<file path="src/logic/sdg_pkg.sv">
// Constants, types and register map of the input signal-detect gate.
// Behaviour
// - Per-channel detect enable bit 15, reset off
// - One threshold field 8:4 for all channels
// - Threshold codes 0x00..0x0D, -30.1 to -80.8 dB
// - Enabled channel outputs zero while below threshold
// - Unmute immediately when level exceeds threshold
// - Remute only after below longer than hold
// - Hold field 3:0, reset 0001, 4 ms steps
// - One OR-ed detect event, no channel indication
// - Event rearms only after all channels below
// - Paths 1 and 2 select analog or microphone
// - Microphone mode drives clock, data is input
// - Cancel sources: right 6:4, left 2:0
// - Path 2 data pull-down at bit 1
// - Pull-down off while microphone path disabled
package sdg_pkg;
  localparam int NCH = 10;
  localparam int DW  = 24;
  // Register indexes; the byte address is four times the index.
  localparam logic [13:0] IDX_CH0      = 14'h312;
  localparam logic [13:0] IDX_CH1      = 14'h316;
  localparam logic [13:0] IDX_CH2      = 14'h31a;
  localparam logic [13:0] IDX_CH3      = 14'h31e;
  localparam logic [13:0] IDX_CH4      = 14'h320;
  localparam logic [13:0] IDX_CH5      = 14'h326;
  localparam logic [13:0] IDX_CH6      = 14'h32a;
  localparam logic [13:0] IDX_CH7      = 14'h32e;
  localparam logic [13:0] IDX_CH8      = 14'h332;
  localparam logic [13:0] IDX_CH9      = 14'h336;
  localparam logic [13:0] IDX_GLOBAL   = 14'h340;
  localparam logic [13:0] IDX_PAD      = 14'h348;
  localparam logic [13:0] IDX_PATH_CFG = 14'h350;
  localparam logic [13:0] IDX_IRQ_STAT = 14'h351;
  localparam logic [13:0] IDX_IRQ_MASK = 14'h352;
  localparam logic [13:0] IDX_GATE     = 14'h353;
  localparam logic [13:0] IDX_ANC      = 14'hf01;
  localparam int POS_ENA   = 15;
  localparam int POS_THR   = 4;
  localparam int POS_HOLD  = 0;
  localparam int POS_ANC_R = 4;
  localparam int POS_ANC_L = 0;
  localparam int POS_ARMED = 10;
  localparam logic [4:0] THR_RST  = 5'h00;
  localparam logic [3:0] HOLD_RST = 4'h1;
  localparam logic [4:0] THR_MAX  = 5'h0d;
  localparam logic [2:0] ANC_MAX  = 3'h5;
  localparam logic [1:0] RESP_OK  = 2'h0;
  localparam logic [1:0] RESP_ERR = 2'h2;
  localparam int CLK_MHZ      = 250;
  localparam int HOLD_STEP_MS = 4;
  localparam int HOLD_STEP_CYC = HOLD_STEP_MS * 1000 * CLK_MHZ;
  localparam int MIC_CLK_HALF = 82;
  typedef struct packed {
    logic          valid;
    logic [3:0]    chan;
    logic [DW-1:0] data;
  } sdg_smp_t;
  typedef enum logic [2:0] {
    WR_IDLE = 3'b001,
    WR_HAVE = 3'b010,
    WR_RESP = 3'b100
  } sdg_wr_t;
endpackage

</file>
<file path="src/logic/sdg_gate.sv">
// Input signal-detect gate with AXI4-Lite registers.
`timescale 1ns/10ps
module sdg_gate import sdg_pkg::*; #(
  parameter int HOLD_TICK = HOLD_STEP_CYC
) (
  input  wire logic        i_clk,
  input  wire logic        i_rstn,
  input  wire logic        i_awvalid,
  output logic             o_awready,
  input  wire logic [15:0] i_awaddr,
  input  wire logic        i_wvalid,
  output logic             o_wready,
  input  wire logic [31:0] i_wdata,
  input  wire logic [3:0]  i_wstrb,
  output logic             o_bvalid,
  input  wire logic        i_bready,
  output logic [1:0]       o_bresp,
  input  wire logic        i_arvalid,
  output logic             o_arready,
  input  wire logic [15:0] i_araddr,
  output logic             o_rvalid,
  input  wire logic        i_rready,
  output logic [31:0]      o_rdata,
  output logic [1:0]       o_rresp,
  input  wire sdg_smp_t    i_smp,
  output sdg_smp_t         o_smp,
  output logic             o_irq,
  output logic [1:0]       o_mic_clk,
  output logic [1:0]       o_mic_clk_oe,
  output logic [1:0]       o_mic_dat_oe,
  output logic [1:0]       o_mic_dat_pd,
  output logic [2:0]       o_anc_left_src,
  output logic [2:0]       o_anc_right_src
);
  logic [NCH-1:0] chan_detect_enable;
  logic [4:0]     detect_threshold_level;
  logic [3:0]     detect_hold_time;
  logic [1:0]     path_input_type_select;
  logic [1:0]     path_enable;
  logic [1:0]     pad_pulldown;
  logic [2:0]     rx_cancel_left_source;
  logic [2:0]     rx_cancel_right_source;
  logic           irq_stat;
  logic           irq_mask;
  logic [NCH-1:0] gate_open;
  logic [NCH-1:0] above;
  logic [7:0]     hold_cnt [NCH];
  logic           armed;
  logic           det_event;
  logic [31:0]    tick_cnt;
  logic           tick;
  logic [7:0]     mic_div;
  logic           mic_phase;
  sdg_wr_t        wr_state;
  logic [15:0]    aw_addr;
  logic [31:0]    w_data;
  logic [3:0]     w_strb;
  logic           aw_have;
  logic           w_have;

  // Maps a byte address to a channel number, or NCH when none.
  function automatic logic [3:0] chan_of(input logic [15:0] a);
    logic [13:0] ix;
    ix = a[15:2];
    if (ix == IDX_CH0) chan_of = 4'h0;
    else if (ix == IDX_CH1) chan_of = 4'h1;
    else if (ix == IDX_CH2) chan_of = 4'h2;
    else if (ix == IDX_CH3) chan_of = 4'h3;
    else if (ix == IDX_CH4) chan_of = 4'h4;
    else if (ix == IDX_CH5) chan_of = 4'h5;
    else if (ix == IDX_CH6) chan_of = 4'h6;
    else if (ix == IDX_CH7) chan_of = 4'h7;
    else if (ix == IDX_CH8) chan_of = 4'h8;
    else if (ix == IDX_CH9) chan_of = 4'h9;
    else chan_of = 4'ha;
  endfunction

  // Linear magnitude of each threshold code; reserved codes use the top level.
  function automatic logic [DW-1:0] thr_mag(input logic [4:0] c);
    case (c)
      5'h01:   thr_mag = 24'h020000;
      5'h02:   thr_mag = 24'h010000;
      5'h03:   thr_mag = 24'h008000;
      5'h04:   thr_mag = 24'h005f96;
      5'h05:   thr_mag = 24'h004000;
      5'h06:   thr_mag = 24'h002fe9;
      5'h07:   thr_mag = 24'h002000;
      5'h08:   thr_mag = 24'h001000;
      5'h09:   thr_mag = 24'h000c09;
      5'h0a:   thr_mag = 24'h000800;
      5'h0b:   thr_mag = 24'h000608;
      5'h0c:   thr_mag = 24'h0003fc;
      5'h0d:   thr_mag = 24'h0002fd;
      default: thr_mag = 24'h040000;
    endcase
  endfunction

  // Hold length in 4 ms ticks for each hold code.
  function automatic logic [7:0] hold_ticks(input logic [3:0] c);
    case (c)
      4'hb:    hold_ticks = 8'd12;
      4'hc:    hold_ticks = 8'd24;
      4'hd:    hold_ticks = 8'd48;
      4'he:    hold_ticks = 8'd96;
      4'hf:    hold_ticks = 8'd192;
      4'h0:    hold_ticks = 8'd1;
      default: hold_ticks = {4'h0, c};
    endcase
  endfunction

  // Merges the two low byte lanes of a write into a 16-bit value.
  function automatic logic [15:0] merge16(input logic [15:0] old, input logic [31:0] d,
                                          input logic [3:0] s);
    merge16 = {s[1] ? d[15:8] : old[15:8], s[0] ? d[7:0] : old[7:0]};
  endfunction

  logic [DW-1:0] mag;
  logic          smp_above;
  logic [3:0]    wch;
  logic          wr_go;
  logic [15:0]   gl_old;
  logic [15:0]   gl_new;
  assign mag       = i_smp.data[DW-1] ? DW'(-i_smp.data) : i_smp.data;
  assign smp_above = mag > thr_mag(detect_threshold_level);
  assign wch       = chan_of(aw_addr);
  assign wr_go     = (wr_state == WR_HAVE);
  assign gl_old    = {7'h0, detect_threshold_level, detect_hold_time};
  assign gl_new    = merge16(gl_old, w_data, w_strb);

  // Write address and data are taken in either order; the answer follows both.
  always_ff @(posedge i_clk or negedge i_rstn) begin
    if (!i_rstn) begin
      wr_state  <= WR_IDLE;
      aw_have   <= 1'b0;
      w_have    <= 1'b0;
      aw_addr   <= 16'h0000;
      w_data    <= 32'h00000000;
      w_strb    <= 4'h0;
      o_awready <= 1'b0;
      o_wready  <= 1'b0;
      o_bvalid  <= 1'b0;
      o_bresp   <= RESP_OK;
    end else begin
      o_awready <= 1'b0;
      o_wready  <= 1'b0;
      case (wr_state)
        WR_IDLE: begin
          if (i_awvalid && !aw_have && !o_awready) begin
            o_awready <= 1'b1;
            aw_addr   <= i_awaddr;
            aw_have   <= 1'b1;
          end
          if (i_wvalid && !w_have && !o_wready) begin
            o_wready <= 1'b1;
            w_data   <= i_wdata;
            w_strb   <= i_wstrb;
            w_have   <= 1'b1;
          end
          if (aw_have && w_have) begin
            wr_state <= WR_HAVE;
          end
        end
        WR_HAVE: begin
          o_bvalid <= 1'b1;
          o_bresp  <= (wch != 4'ha || aw_addr[15:2] == IDX_GLOBAL ||
                       aw_addr[15:2] == IDX_PAD || aw_addr[15:2] == IDX_PATH_CFG ||
                       aw_addr[15:2] == IDX_IRQ_STAT || aw_addr[15:2] == IDX_IRQ_MASK ||
                       aw_addr[15:2] == IDX_GATE || aw_addr[15:2] == IDX_ANC)
                      ? RESP_OK : RESP_ERR;
          wr_state <= WR_RESP;
        end
        WR_RESP: begin
          if (i_bready) begin
            o_bvalid <= 1'b0;
            aw_have  <= 1'b0;
            w_have   <= 1'b0;
            wr_state <= WR_IDLE;
          end
        end
        default: wr_state <= WR_IDLE;
      endcase
    end
  end

  // Control registers.
  always_ff @(posedge i_clk or negedge i_rstn) begin
    if (!i_rstn) begin
      chan_detect_enable     <= '0;
      detect_threshold_level <= THR_RST;
      detect_hold_time       <= HOLD_RST;
      path_input_type_select <= 2'h0;
      path_enable            <= 2'h0;
      pad_pulldown           <= 2'h0;
      rx_cancel_left_source  <= 3'h0;
      rx_cancel_right_source <= 3'h0;
      irq_mask               <= 1'b0;
    end else if (wr_go) begin
      if (wch != 4'ha && w_strb[1]) begin
        chan_detect_enable[wch] <= w_data[POS_ENA];
      end else if (aw_addr[15:2] == IDX_GLOBAL) begin
        {detect_threshold_level, detect_hold_time} <= gl_new[8:0];
      end else if (aw_addr[15:2] == IDX_PAD && w_strb[0]) begin
        pad_pulldown <= w_data[1:0];
      end else if (aw_addr[15:2] == IDX_PATH_CFG && w_strb[0]) begin
        path_input_type_select <= w_data[1:0];
        path_enable            <= w_data[3:2];
      end else if (aw_addr[15:2] == IDX_IRQ_MASK && w_strb[0]) begin
        irq_mask <= w_data[0];
      end else if (aw_addr[15:2] == IDX_ANC && w_strb[0]) begin
        rx_cancel_right_source <= w_data[POS_ANC_R +: 3];
        rx_cancel_left_source  <= w_data[POS_ANC_L +: 3];
      end
    end
  end

  // Read channel: one read at a time, answered two cycles after the address.
  logic [3:0] rch;
  assign rch = chan_of(i_araddr);
  always_ff @(posedge i_clk or negedge i_rstn) begin
    if (!i_rstn) begin
      o_arready <= 1'b0;
      o_rvalid  <= 1'b0;
      o_rdata   <= 32'h00000000;
      o_rresp   <= RESP_OK;
    end else if (o_rvalid) begin
      if (i_rready) begin
        o_rvalid <= 1'b0;
      end
    end else if (o_arready) begin
      o_arready <= 1'b0;
      o_rvalid  <= 1'b1;
    end else if (i_arvalid) begin
      o_arready <= 1'b1;
      o_rresp   <= RESP_OK;
      if (rch != 4'ha) begin
        o_rdata <= {16'h0, chan_detect_enable[rch], 15'h0};
      end else if (i_araddr[15:2] == IDX_GLOBAL) begin
        o_rdata <= {23'h0, detect_threshold_level, detect_hold_time};
      end else if (i_araddr[15:2] == IDX_PAD) begin
        o_rdata <= {30'h0, pad_pulldown};
      end else if (i_araddr[15:2] == IDX_PATH_CFG) begin
        o_rdata <= {28'h0, path_enable, path_input_type_select};
      end else if (i_araddr[15:2] == IDX_IRQ_STAT) begin
        o_rdata <= {31'h0, irq_stat};
      end else if (i_araddr[15:2] == IDX_IRQ_MASK) begin
        o_rdata <= {31'h0, irq_mask};
      end else if (i_araddr[15:2] == IDX_GATE) begin
        o_rdata <= {21'h0, armed, gate_open};
      end else if (i_araddr[15:2] == IDX_ANC) begin
        o_rdata <= {25'h0, rx_cancel_right_source, 1'b0, rx_cancel_left_source};
      end else begin
        o_rdata <= 32'h00000000;
        o_rresp <= RESP_ERR;
      end
    end
  end

  // Free-running 4 ms tick for the hold timers.
  always_ff @(posedge i_clk or negedge i_rstn) begin
    if (!i_rstn) begin
      tick_cnt <= 32'h00000000;
      tick     <= 1'b0;
    end else begin
      tick     <= (tick_cnt == 32'(HOLD_TICK - 1));
      tick_cnt <= (tick_cnt == 32'(HOLD_TICK - 1)) ? 32'h00000000 : tick_cnt + 32'h1;
    end
  end

  // Per-channel gate: open at once above threshold, closed after the hold.
  always_ff @(posedge i_clk or negedge i_rstn) begin
    if (!i_rstn) begin
      gate_open <= '0;
      above     <= '0;
      for (int i = 0; i < NCH; i++) begin
        hold_cnt[i] <= 8'h00;
      end
    end else begin
      for (int i = 0; i < NCH; i++) begin
        if (!chan_detect_enable[i]) begin
          gate_open[i] <= 1'b0;
          above[i]     <= 1'b0;
          hold_cnt[i]  <= 8'h00;
        end else if (i_smp.valid && i_smp.chan == 4'(i) && smp_above) begin
          gate_open[i] <= 1'b1;
          above[i]     <= 1'b1;
          hold_cnt[i]  <= 8'h00;
        end else begin
          if (i_smp.valid && i_smp.chan == 4'(i)) begin
            above[i] <= 1'b0;
          end
          if (tick && gate_open[i] && !above[i]) begin
            if (hold_cnt[i] >= hold_ticks(detect_hold_time)) begin
              gate_open[i] <= 1'b0;
              hold_cnt[i]  <= 8'h00;
            end else begin
              hold_cnt[i] <= hold_cnt[i] + 8'h01;
            end
          end
        end
      end
    end
  end

  // Sample path: enabled channels pass while their gate is open or the sample is above threshold.
  always_ff @(posedge i_clk or negedge i_rstn) begin
    if (!i_rstn) begin
      o_smp <= '0;
    end else begin
      o_smp.valid <= i_smp.valid;
      o_smp.chan  <= i_smp.chan;
      if (i_smp.chan < 4'(NCH) && chan_detect_enable[i_smp.chan] &&
          !gate_open[i_smp.chan] && !smp_above) begin
        o_smp.data <= '0;
      end else begin
        o_smp.data <= i_smp.data;
      end
    end
  end

  // Shared detect event and its interrupt status.
  logic stat_clr;
  assign stat_clr = wr_go && aw_addr[15:2] == IDX_IRQ_STAT && w_strb[0] && w_data[0];
  assign det_event = armed && (|above);
  always_ff @(posedge i_clk or negedge i_rstn) begin
    if (!i_rstn) begin
      armed    <= 1'b1;
      irq_stat <= 1'b0;
      o_irq    <= 1'b0;
    end else begin
      if (det_event) begin
        armed <= 1'b0;
      end else if (!(|above)) begin
        armed <= 1'b1;
      end
      if (det_event) begin
        irq_stat <= 1'b1;
      end else if (stat_clr) begin
        irq_stat <= 1'b0;
      end
      o_irq <= (irq_stat || det_event) && irq_mask;
    end
  end

  // Microphone pins of paths 1 and 2, and the cancel source outputs.
  always_ff @(posedge i_clk or negedge i_rstn) begin
    if (!i_rstn) begin
      mic_div         <= 8'h00;
      mic_phase       <= 1'b0;
      o_mic_clk       <= 2'h0;
      o_mic_clk_oe    <= 2'h0;
      o_mic_dat_oe    <= 2'h0;
      o_mic_dat_pd    <= 2'h0;
      o_anc_left_src  <= 3'h0;
      o_anc_right_src <= 3'h0;
    end else begin
      if (mic_div == 8'(MIC_CLK_HALF - 1)) begin
        mic_div   <= 8'h00;
        mic_phase <= !mic_phase;
      end else begin
        mic_div <= mic_div + 8'h01;
      end
      o_mic_clk_oe <= path_input_type_select & path_enable;
      o_mic_clk    <= {2{mic_phase}} & path_input_type_select & path_enable;
      o_mic_dat_oe <= 2'h0;
      o_mic_dat_pd <= pad_pulldown & path_input_type_select & path_enable;
      o_anc_left_src  <= (rx_cancel_left_source > ANC_MAX) ? 3'h0 : rx_cancel_left_source;
      o_anc_right_src <= (rx_cancel_right_source > ANC_MAX) ? 3'h0 : rx_cancel_right_source;
    end
  end

  AST_UNMUTE_NOW: assert property (@(posedge i_clk) disable iff (!i_rstn)
    i_smp.valid && smp_above |=> o_smp.data == $past(i_smp.data))
    else $error("Sample above threshold was not passed.");
  AST_MUTE_BELOW: assert property (@(posedge i_clk) disable iff (!i_rstn)
    i_smp.valid && i_smp.chan < 4'(NCH) && chan_detect_enable[i_smp.chan] &&
    !gate_open[i_smp.chan] && !smp_above |=> o_smp.data == '0)
    else $error("Closed channel passed a sample.");
  AST_DISABLED_SHUT: assert property (@(posedge i_clk) disable iff (!i_rstn)
    !chan_detect_enable[0] |=> !gate_open[0])
    else $error("Disabled channel gate stayed open.");
  AST_HOLD_RESTART: assert property (@(posedge i_clk) disable iff (!i_rstn)
    i_smp.valid && i_smp.chan == 4'h0 && smp_above && chan_detect_enable[0]
    |=> hold_cnt[0] == 8'h00 && gate_open[0])
    else $error("Hold timer did not restart.");
  AST_HOLD_EARLY: assert property (@(posedge i_clk) disable iff (!i_rstn)
    $fell(gate_open[0]) && $past(chan_detect_enable[0])
    |-> $past(hold_cnt[0]) >= hold_ticks($past(detect_hold_time)))
    else $error("Channel remuted before hold time.");
  AST_EVENT_ONCE: assert property (@(posedge i_clk) disable iff (!i_rstn)
    det_event |=> !armed ##1 !det_event)
    else $error("Detect event rearmed too early.");
  AST_REARM: assert property (@(posedge i_clk) disable iff (!i_rstn)
    $rose(armed) |-> $past(~|above))
    else $error("Rearmed while a channel is above threshold.");
  AST_IRQ_STICKY: assert property (@(posedge i_clk) disable iff (!i_rstn)
    det_event |=> irq_stat ##1 (o_irq == irq_mask || !irq_stat))
    else $error("Detect event did not reach interrupt.");
  AST_PD_OFF: assert property (@(posedge i_clk) disable iff (!i_rstn)
    !path_enable[1] |=> !o_mic_dat_pd[1])
    else $error("Pull-down active on disabled path.");
  AST_CLK_DRIVE: assert property (@(posedge i_clk) disable iff (!i_rstn)
    path_input_type_select[0] && path_enable[0] |=> o_mic_clk_oe[0] && !o_mic_dat_oe[0])
    else $error("Microphone clock pin not driven.");
endmodule

</file>
<file path="config.mk">
export PLATFORM = sky130hd
export DESIGN_NAME = sdg_gate
export DESIGN_NICKNAME = d
export VERILOG_FILES = /design/src/logic/sdg_pkg.sv /design/src/logic/sdg_gate.sv
export SDC_FILE = /design/constraint.sdc
export NUM_CORES = 1
export LEC_CHECK = 0
export BUFFER_PORTS_ARGS = -buffer_cell sky130_fd_sc_hd__buf_2
export CAP_MARGIN = 20
export CORE_ASPECT_RATIO = 1.4
export CORE_MARGIN = 10
export CORE_UTILIZATION = 64
export DETAILED_ROUTE_END_ITERATION = 6
export PLACE_DENSITY_LB_ADDON = 0.2
export SLEW_MARGIN = 20
export SYNTH_ARGS = -nofsm -noshare
export SYNTH_HDL_FRONTEND = slang
export SYNTH_SLANG_ARGS = --single-unit
</file>
<file path="constraint.sdc">
create_clock -name i_clk -period 7.4 [get_ports i_clk]
set_input_delay 0.37 -clock i_clk [delete_from_list [all_inputs] [get_ports i_clk]]
set_output_delay 0.37 -clock i_clk [all_outputs]
set_load 0.05 [all_outputs]
</file>
# Word level (Yosys, flattened, before mapping)
# Memories as Yosys holds them, arrays and structs flattened.
# Index checks and enable logic that the tools add are counted.
[totals]
in_bits = 104
mem_count = 1
ff_bits = 298
out_inout_bits = 85
rom_bits = 304
[classes]
eq_ne = 90
reduce_logical = 114
addsub = 13
order_cmp = 18
bitwise = 12
n_mux = 216
[mem_list]
columns = ["name", "depth", "width", "read_ports", "rd_ports_with_merged_regs", "wr", "line", "rtl"]
rows = [
  ["(name not given)", 16, 19, 1, 0, 0, "sdg_gate.sv:80", "case (c)"],
]
[op_table]
columns = ["cell", "count"]
rows = [
  ["2-to-1 mux 8 bit", 71],
  ["== test 14 x 10 -> 1 bit, second input constant", 32],
  ["2-to-1 mux 1 bit", 90],
  ["inequality test 3 x 1 -> 1 bit, second input constant", 30],
  ["adder 8 x 1 -> 8 bit, second input constant", 11],
  [">= comparator 8 bit", 10],
  ["2-to-1 mux 24 bit", 3],
  ["2-to-1 mux 11 bit", 6],
  ["2-to-1 mux 4 bit", 16],
  ["logical AND 1 bit", 59],
  ["case mux 8 bit (6 select lines)", 1],
  ["adder 32 x 1 -> 32 bit, second input constant", 1],
  ["== test 32 x 20 -> 1 bit, second input constant", 1],
  ["2-to-1 mux 32 bit", 1],
  ["AND reduction 2 bit", 15],
  ["== test 14 x 12 -> 1 bit, second input constant", 2],
  ["== test 4 bit, second input constant", 7],
  ["2-to-1 mux 2 bit", 13],
  ["greater-than comparator 24 bit", 1],
  ["negation 24 bit", 1],
  ["logical NOT 1 bit", 17],
  ["== test 4 x 3 -> 1 bit, second input constant", 4],
  ["2-to-1 mux 16 bit", 1],
  ["less-than comparator 4 x 5 -> 1 bit, second input constant", 3],
  ["other kinds (29)", 67],
]

# Logic depth before layout (Yosys ltp)
# Gate-level depths: netlist of the first run.
[depth]
word_depth = 20
mapped_depth = 16
ltp_nobuf = 15

# Least setup slack after synthesis of the first run
# OpenSTA, ideal clock, no wires.
[synth_timing]
path_type = "input to register"
startpoint = "input port i_smp[3] in the netlist's numbering"
endpoint = "register hold_cnt[13] in the netlist's numbering"
t_arrival_ps = 4086
path_buffers = 1
setup_time_ps = 73
path_stages = 15
setup_slack_ps = 3241
required_time_ps = 7327
cell_sequence = "or4_1 -> nand2b_4 -> or2_4 -> o41ai_1 -> xnor2_1 -> ha_1 -> a21o_1 -> a211oi_1 -> o21ai_0 -> a2111oi_2 -> nor2b_1 -> or3b_1 -> buf_2 -> a21o_4 -> a21oi_2"
[synth_between]
elab_chain_cells = 6
word_cells_on_any_way = 7
classes_between = "add/sub (1); order compare (1); eq/ne (1); mux (3); reduce/logical (1)"
[synth_rtl]
columns = ["item", "line", "rtl"]
rows = [
  ["start, declared", "sdg_gate.sv:25", "input wire sdg_smp_t i_smp,"],
  ["negation 24 bit", "sdg_gate.sv:123", "assign mag = i_smp.data[DW-1] ? DW'(-i_smp.data) : i_smp.data;"],
  ["2-to-1 mux 24 bit *", "sdg_gate.sv:123", ""],
  ["greater-than comparator 24 bit *", "sdg_gate.sv:124", "assign smp_above = mag > thr_mag(detect_threshold_level);"],
  ["logical AND 1 bit *", "sdg_gate.sv:283", "end else if (i_smp.valid && i_smp.chan == 4'(i) && smp_above) begin"],
  ["2-to-1 mux 8 bit", "sdg_gate.sv:283", ""],
  ["2-to-1 mux 8 bit", "sdg_gate.sv:279", "if (!chan_detect_enable[i]) begin"],
  ["end signal, assigned by index", "sdg_gate.sv:296", "hold_cnt[i] <= hold_cnt[i] + 8'h01;"],
  ["end, declared", "sdg_gate.sv:47", "logic [7:0] hold_cnt [NCH];"],
]
# Every way passes the cells marked *; elsewhere a longest branch is shown, timed or not.
# A chain may end at the register's enable or synchronous reset.

# Worst setup path in the final report of the first run
[layout_timing]
startpoint = "input port i_smp[3] in the netlist's numbering"
endpoint = "register o_smp[8] in the netlist's numbering"
[layout_between]
elab_chain_cells = 6
[layout_rtl]
columns = ["item", "line", "rtl"]
rows = [
  ["negation 24 bit", "sdg_gate.sv:123", ""],
  ["2-to-1 mux 24 bit *", "sdg_gate.sv:123", ""],
  ["greater-than comparator 24 bit *", "sdg_gate.sv:124", ""],
  ["logical NOT 1 bit *", "sdg_gate.sv:312", "!gate_open[i_smp.chan] && !smp_above) begin"],
  ["logical AND 1 bit *", "sdg_gate.sv:312", ""],
  ["2-to-1 mux 24 bit *", "sdg_gate.sv:311", "if (i_smp.chan < 4'(NCH) && chan_detect_enable[i_smp.chan] &&"],
  ["end, declared", "sdg_gate.sv:26", "output sdg_smp_t o_smp,"],
]
# Marked as above.

==> summary.md, run 1 <==
| Metric | Value |
|---|---|
| Status | `finished, final reports clean` |
| Gr busiest metal | `met2` |
| Post-Syn Area per Cell | `9.26 sq um` |
| Num rows | `68` |
| Filler cell count | `1804` |
| Worst hold path depth | `3` |
| Share of layout cells above drive strength 1 | `14.2%` |
| Hold WC Path Type | `in -> reg` |
| Reg2reg path depth | `13` |
| Final WS setup | `2.06 ns` |
| Worst hold slack | `0.00724 ns` |
| Clk_lat worst skew | `0.56 ns` |
| Tcrit/Tclk final | `72.2%` |
| CP required | `7.83 ns` |
| Area delta synth->final | `12.4%` |
| CP Class | `in -> reg` |
| Internal reg-to-reg setup slack | `2.37 ns` |
| Cell Pwr Density | `207 nW/um^2` |
| FF-to-FF Start | `detect_threshold_level[1]` |
| Largest vdd supply drop | `0.233 mV` |
| Drt drc | `0` |
| Vias | `13700` |
| Setup_tns | `0 ns` |
| WL per Instance | `19.2 microns` |
| Static leakage | `7.88 nW` |
| Port bufs | `136` |
| Library cells used by synthesis | `79` |
| Max-slew headroom | `30.0%` |
| Hold Path Sink | `aw_addr[9]` |
| GPL Wtd Cong | `0.919` |
| Post-synth top flop | `dfrtp_1` |
| Met1 Track Usage GR | `28.0%` |
| Largest net degree at the start of global routing | `152` |
| CTS H-tree lvls | `1` |
| Detail Route Antenna Nets | `0` |
| Hpwl dp | `30300 microns` |
| TritonCTS Sinks | `268` |
| Number of global-route vias before repair | `13800` |
| CTS Buf Count | `27` |
| RSZ-0062 raised after global routing | `false` |
| Met2 Use GR | `48.3%` |
| Initial DRC Count | `1013` |
| Worst-Margin Slew | `1.05 ns` |
| Post-CTS Setup Bufs | `0` |
| Register area share after synthesis | `42.2%` |
| Initial core utilization | `64.7%` |
| First-pass GRT wire length | `68000 microns` |
| Most frequent cells in the layout | `265 x dfrtp_1, 248 x nand2_1, 135 x buf_2` |
| Hold_sp | `i_awaddr[9]` |
| Crit. End Element | `flip-flop` |
| Final hold violation count | `0` |
| Yosys warning total | `0` |
| Final min period | `5.34 ns` |
| Fmax | `187 MHz` |
| Cell Area, Synth | `15900 sq um` |
| Antenna violations before repair | `6` |
| Layout Nets | `2072` |
| Area of the core | `24600 sq um` |
| CTS tree | `yes` |
| Worst-case clock skew | `0.0210 ns` |
| Drt total wl | `41900 microns` |
| Syn Inst Count | `1718` |
| Crit path max fanout | `22` |
| CP bufs+invs | `1` |
| MaxCap Viol Count | `0` |
| TritonRoute pass-1 iters | `6` |
| Clk Tree Root Cell | `clkbuf_16` |
| Total grt overflow | `0` |
| Most common cell after layout, fill and taps aside | `dfrtp_1` |
| Post-CTS sizing | `0` |
| CP max stage delay | `0.85 ns` |
| Crit-path slowest cell | `a2111oi_2` |
| Max Buffers Root-to-Sink | `3` |
| Worst r2r dst | `o_smp[8]` |
| Crit start category | `input port` |
| Dpl ws | `1.53 ns` |
| DIE AREA | `31700 sq um` |
| Number of max-slew violations in the final report | `0` |
| Clk slew on worst S/H paths | `0.07 ns` |
| I/O pins | `189` |
| Ys async rst share | `100%` |
| Number of synthesized flops with an enable pin | `0` |
| Die Width | `153 microns` |
| Critical path, cell by cell | `buf_2 > or4_1 > nand2b_4 > or2_4 > o41ai_1 > xnor2_1 > ha_1 > a21o_1 > a211oi_1 > o21ai_0 > a2111oi_2 > nor2b_1 > nor3b_2 > nand2_1 > and2_1` |
| Die height | `207 microns` |
| Crit path max-delay family | `simple AND/OR/NAND/NOR gates` |
| Final number of setup-violating endpoints | `0` |
| Arr. time, crit path | `5.77 ns` |
| Via density | `6.24` |
| GRT Overall Usage | `25.7%` |
| Routing usage on met3 | `4.10%` |
| Flops & latches, synth | `268` |
power breakdown:
part / switching, mW / total, mW / internal, mW
combinational: 0.349 / 0.503 / 0.154
sequential: 0.116 / 1.68 / 1.57
clock: 0.609 / 1.52 / 0.907
sequential cells by signal (all words and copies together) (netlist names), 8 cells and up:
name / cells
gate_open: 10
aw_addr: 14
above: 10
chan_detect_enable: 10
o_smp: 29
hold_cnt: 80
w_data: 10
mic_div: 8
tick_cnt: 32
o_rdata: 12
timing repair:
action                                  in CTS  in global routing
endpoints found under the setup margin       0                  0
endpoints found under the hold margin      121                  0
hold buffers                                 8                  0
stage by stage:
stage | power (mW) | instance area, sq um | cells | util (%)
2_1_floorplan | 2.03 | 16000 | 1741 | -
3_3_place_gp | 2.18 | 16800 | 2129 | 68.3
3_5_place_dp | 2.20 | 16800 | 2129 | 68.4
4_1_cts | 3.71 | 17900 | 2187 | 72.7
5_1_grt | 3.83 | 17900 | 2189 | 72.7
6_report | 3.70 | 17900 | 2189 | 72.7
logic make-up (layout without fill, tap and decap cells):
group	Yosys count	in the layout	share of synthesized area [%]
buffers and inverters	109	240	3.15
XOR/XNOR	67	67	3.69
flip-flops	268	268	42.2
AO/OA/AOI/OAI	332	332	13.4
other	1	26	0.0236
adder cells (fa/ha/maj)	118	118	9.26
AND/OR/NAND/NOR	768	768	24.4
multiplexers	55	55	3.86
how the worst max path moves through the flow:
stage,to,startpoint,depth (start not counted),slack [ns]
2_1_floorplan,hold_cnt[13],i_smp[3],15,3.24
3_3_place_gp,o_smp[9],i_smp[3],15,1.75
3_5_place_dp,o_smp[8],i_smp[3],15,1.53
4_1_cts,o_smp[8],i_smp[3],15,2.08
5_1_grt,o_smp[8],i_smp[3],15,1.65
6_report,o_smp[8],i_smp[3],15,2.06
routing by layer:
metal / vias up / share of wire [%]
met1: 6740 / 37
li1: 6378 / -
met3: 117 / 5.8
met2: 421 / 53
met4: 8 / 4.1
met5: - / 0.093
synthesized netlist by cell type (all sizes together) (5+ instances only):
cell type / number / area (sq um)
nand3: 90 / 450
nor4: 19 / 125
nor3: 40 / 216
mux2i: 22 / 220
a31oi: 13 / 81.3
and2: 44 / 275
nand4b: 9 / 78.8
or2: 12 / 77.6
a2bb2oi: 6 / 52.6
xor2: 22 / 193
o31ai: 6 / 58.8
o21ai: 109 / 546
mux2: 31 / 349
a211oi: 14 / 155
a21o: 20 / 158
a21boi: 8 / 60.1
a21oi: 103 / 538
o22ai: 5 / 31.3
and3: 29 / 181
nand2: 249 / 942
nor2: 123 / 462
clkbuf: 35 / 131
nand3b: 36 / 270
nor2b: 31 / 194
ha: 117 / 1460
nor3b: 8 / 65.1
nand2b: 26 / 170
o41a: 6 / 67.6
a22oi: 7 / 52.6
buf: 35 / 224
xnor2: 45 / 394
o41ai: 9 / 78.8
dfrtp: 265 / 6630
inv: 39 / 146
or3: 7 / 48.8
nand4: 28 / 181
or4: 8 / 63.8
final cells by class:
cell class	instances	area [sq um]	share of cell area, %
Clock buffer	33	718	4.02
Inverter	39	146	0.819
Tap cell	315	394	2.20
Clock inverter	17	260	1.46
Multi-Input combinational cell	1364	8810	49.3
Timing Repair Buffer	151	836	4.67
Sequential cell	268	6710	37.5
Antenna cell	2	5.00	0.0280
worst reg2reg max path, cell delays in order (launching register included):
cell and delay [ns]:
dfrtp_1 0.48, inv_1 0.14, ha_1 0.25, nor2b_1 0.16, nor2b_1 0.14, a311oi_1 0.23
ha_1 0.31, a211oi_1 0.23, o21ai_0 0.15, a2111oi_2 0.85, nor2b_1 0.18, nor3b_2 0.85
nand2_1 0.60, and2_1 0.36
Note: power is estimated with default switching activity, not from simulation.
==> run 2, diff against run 1 <==
--- a/config.mk
+++ b/config.mk
@@ -9,7 +9,7 @@
 export CAP_MARGIN = 20
 export CORE_ASPECT_RATIO = 1.4
 export CORE_MARGIN = 10
-export CORE_UTILIZATION = 64
+export CORE_UTILIZATION = 59
 export DETAILED_ROUTE_END_ITERATION = 6
 export PLACE_DENSITY_LB_ADDON = 0.2
 export SLEW_MARGIN = 20
==> constraint.sdc (replaced) <==
create_clock -name i_clk -period 4.93 [get_ports i_clk]
set_input_delay 0.2465 -clock i_clk [delete_from_list [all_inputs] [get_ports i_clk]]
set_output_delay 0.2465 -clock i_clk [all_outputs]
set_load 0.05 [all_outputs]
==> summary.md, run 2 (synthesized netlist as in run 1, its figures left out) <==
| Metric | Value |
|---|---|
| Status | `finished, final reports clean` |
| Static leakage | `8.12 nW` |
| MaxCap Viol Count | `0` |
| Hold WC Path Type | `in -> reg` |
| Drt drc | `0` |
| Clk_lat worst skew | `0.56 ns` |
| Arr. time, crit path | `5.03 ns` |
| Die Width | `159 microns` |
| Crit. End Element | `flip-flop` |
| RSZ-0062 raised after global routing | `false` |
| Biggest regs | `hold_cnt x80, tick_cnt x32, o_smp x29` |
| Power Total | `5.58 mW` |
| Number of global-route vias before repair | `13900` |
| Port bufs | `136` |
| Crit. Startpoint | `i_smp[3]` |
| Worst-case clock skew | `0.0125 ns` |
| CP Class | `in -> reg` |
| Final min period | `4.59 ns` |
| Initial core utilization | `59.5%` |
| Die height | `214 microns` |
| Crit start category | `input port` |
| Largest net degree at the start of global routing | `108` |
| Antenna violations before repair | `5` |
| I/O pins | `189` |
| Final number of setup-violating endpoints | `0` |
| Layout Nets | `2128` |
| Final hold violation count | `0` |
| Cell Pwr Density | `302 nW/um^2` |
| DIE AREA | `34000 sq um` |
| TritonCTS Sinks | `268` |
| Max Buffers Root-to-Sink | `3` |
| CTS H-tree lvls | `1` |
| CP required | `5.37 ns` |
| Number of max-slew violations in the final report | `0` |
| Largest register by flop count | `hold_cnt` |
| Drt total wl | `42600 microns` |
| Share of layout cells above drive strength 1 | `14.2%` |
| Fmax | `218 MHz` |
| GRT Overall Usage | `24.4%` |
| Initial DRC Count | `982` |
| Most common cell after layout, fill and taps aside | `dfrtp_1` |
| CTS tree | `yes` |
| First-pass GRT wire length | `69600 microns` |
| Vias | `13700` |
| FF-to-FF Start | `detect_threshold_level[1]` |
| Num rows | `71` |
| Worst-Margin Slew | `1.03 ns` |
| Clk Tree Root Cell | `clkbuf_16` |
| CTS Buf Count | `29` |
| Setup_tns | `0 ns` |
| TritonRoute pass-1 iters | `6` |
| Filler cell count | `2063` |
| Flip-flop count of the largest register after layout | `80` |
| Most frequent cells in the layout | `265 x dfrtp_1, 248 x nand2_1, 135 x buf_2` |
| Max-slew headroom | `30.7%` |
| Largest vdd supply drop | `0.329 mV` |
| Area delta synth->final | `15.9%` |
| Area of the core | `26700 sq um` |
| WL per Instance | `18.5 microns` |
| Via density | `5.98` |
| Hpwl dp | `30500 microns` |
| Tcrit/Tclk final | `93.1%` |
| Detail Route Antenna Nets | `0` |
| Hold_sp | `i_smp[7]` |
| Clk slew on worst S/H paths | `0.06 ns` |
| GPL Wtd Cong | `0.939` |
| Crit path max fanout | `22` |
| Total grt overflow | `0` |
-- run 2: changes by cell type in the layout (fill, tap and decap cells not counted), moves of 2 or more --
cell	delta
dlygate4sd3_1	+44
buf_4	+9
bufinv_16	-2
clkbuf_1	+2
clkbuf_16	+2
clkbuf_8	+2
clkinvlp_4	-2
inv_6	-2
-- run 2: final cells by class --
cell class / count / area, sq um / share of cell area, %
Inverter: 39 / 146 / 0.794
Multi-Input combinational cell: 1364 / 8790 / 47.7
Clock inverter: 13 / 181 / 0.984
Timing Repair Buffer: 205 / 1350 / 7.31
Sequential cell: 268 / 6710 / 36.4
Clock buffer: 39 / 803 / 4.35
Tap cell: 365 / 457 / 2.48
Antenna cell: 3 / 7.51 / 0.0407
-- run 2: what timing repair did --
action	in CTS	in global routing
hold buffers	52	0
resized for setup	0	0
setup buffers	0	0
setup endpoints to repair	0	0
hold endpoints to repair	146	0
-- run 2: power by group --
group	internal [mW]	switching (mW)	total, mW	leakage [nW]
registers	2.35	0.170	2.52	3.58
logic	0.258	0.541	0.798	4.06
clock network	1.35	0.909	2.26	0.479
total	3.96	1.62	5.58	8.12
-- run 2: critical path, cell delays in order --
cell           delay, ns
dlygate4sd3_1       0.54
buf_2               0.16
or4_1               0.58
nand2b_4            0.20
or2_4               0.28
o41ai_1             0.31
xnor2_1             0.20
ha_1                0.28
a21o_1              0.17
a211oi_1            0.23
o21ai_0             0.14
a2111oi_2           0.46
nor2b_1             0.12
nor3b_2             0.35
nand2_1             0.42
and2_1              0.33
-- run 2: final timing paths --
check / end / slack [ns] / cells after the start
worst max-delay path: o_smp[15] / 0.34 / 16
worst min-delay path: o_smp[7] / 0.02 / 2
worst max register to register: o_smp[15] / 0.99 / 13
worst min register to register: aw_addr[15] / 0.48 / 2
max in group asynchronous: tick / 3.34 / 3
min in group asynchronous: hold_cnt[19] / 0.29 / 2
-- run 2: per-layer routing --
layer / routed length, microns / vias to the layer above / track usage, %
met1: 15900 / 6703 / 26.6
met5: 29 / - / 0
met4: 2160 / 4 / 12.6
met3: 2450 / 125 / 4.15
met2: 22000 / 410 / 44.2
li1: - / 6479 / -
-- run 2: metrics by stage --
step / hold slack [ns] / utilization, % / std cells / area (sq um) / setup slack (ns)
after floorplan: -0.0491 / - / 1741 / 16000 / 0.894
after global placement: 0.336 / 63.3 / 2188 / 16900 / 0.445
after detailed placement: 0.344 / 63.3 / 2189 / 16900 / 0.366
after CTS: 0.00300 / 69.0 / 2293 / 18400 / 0.352
after global routing: 0.0230 / 69.0 / 2296 / 18400 / 0.0383
final: 0.0160 / 69.0 / 2296 / 18400 / 0.340
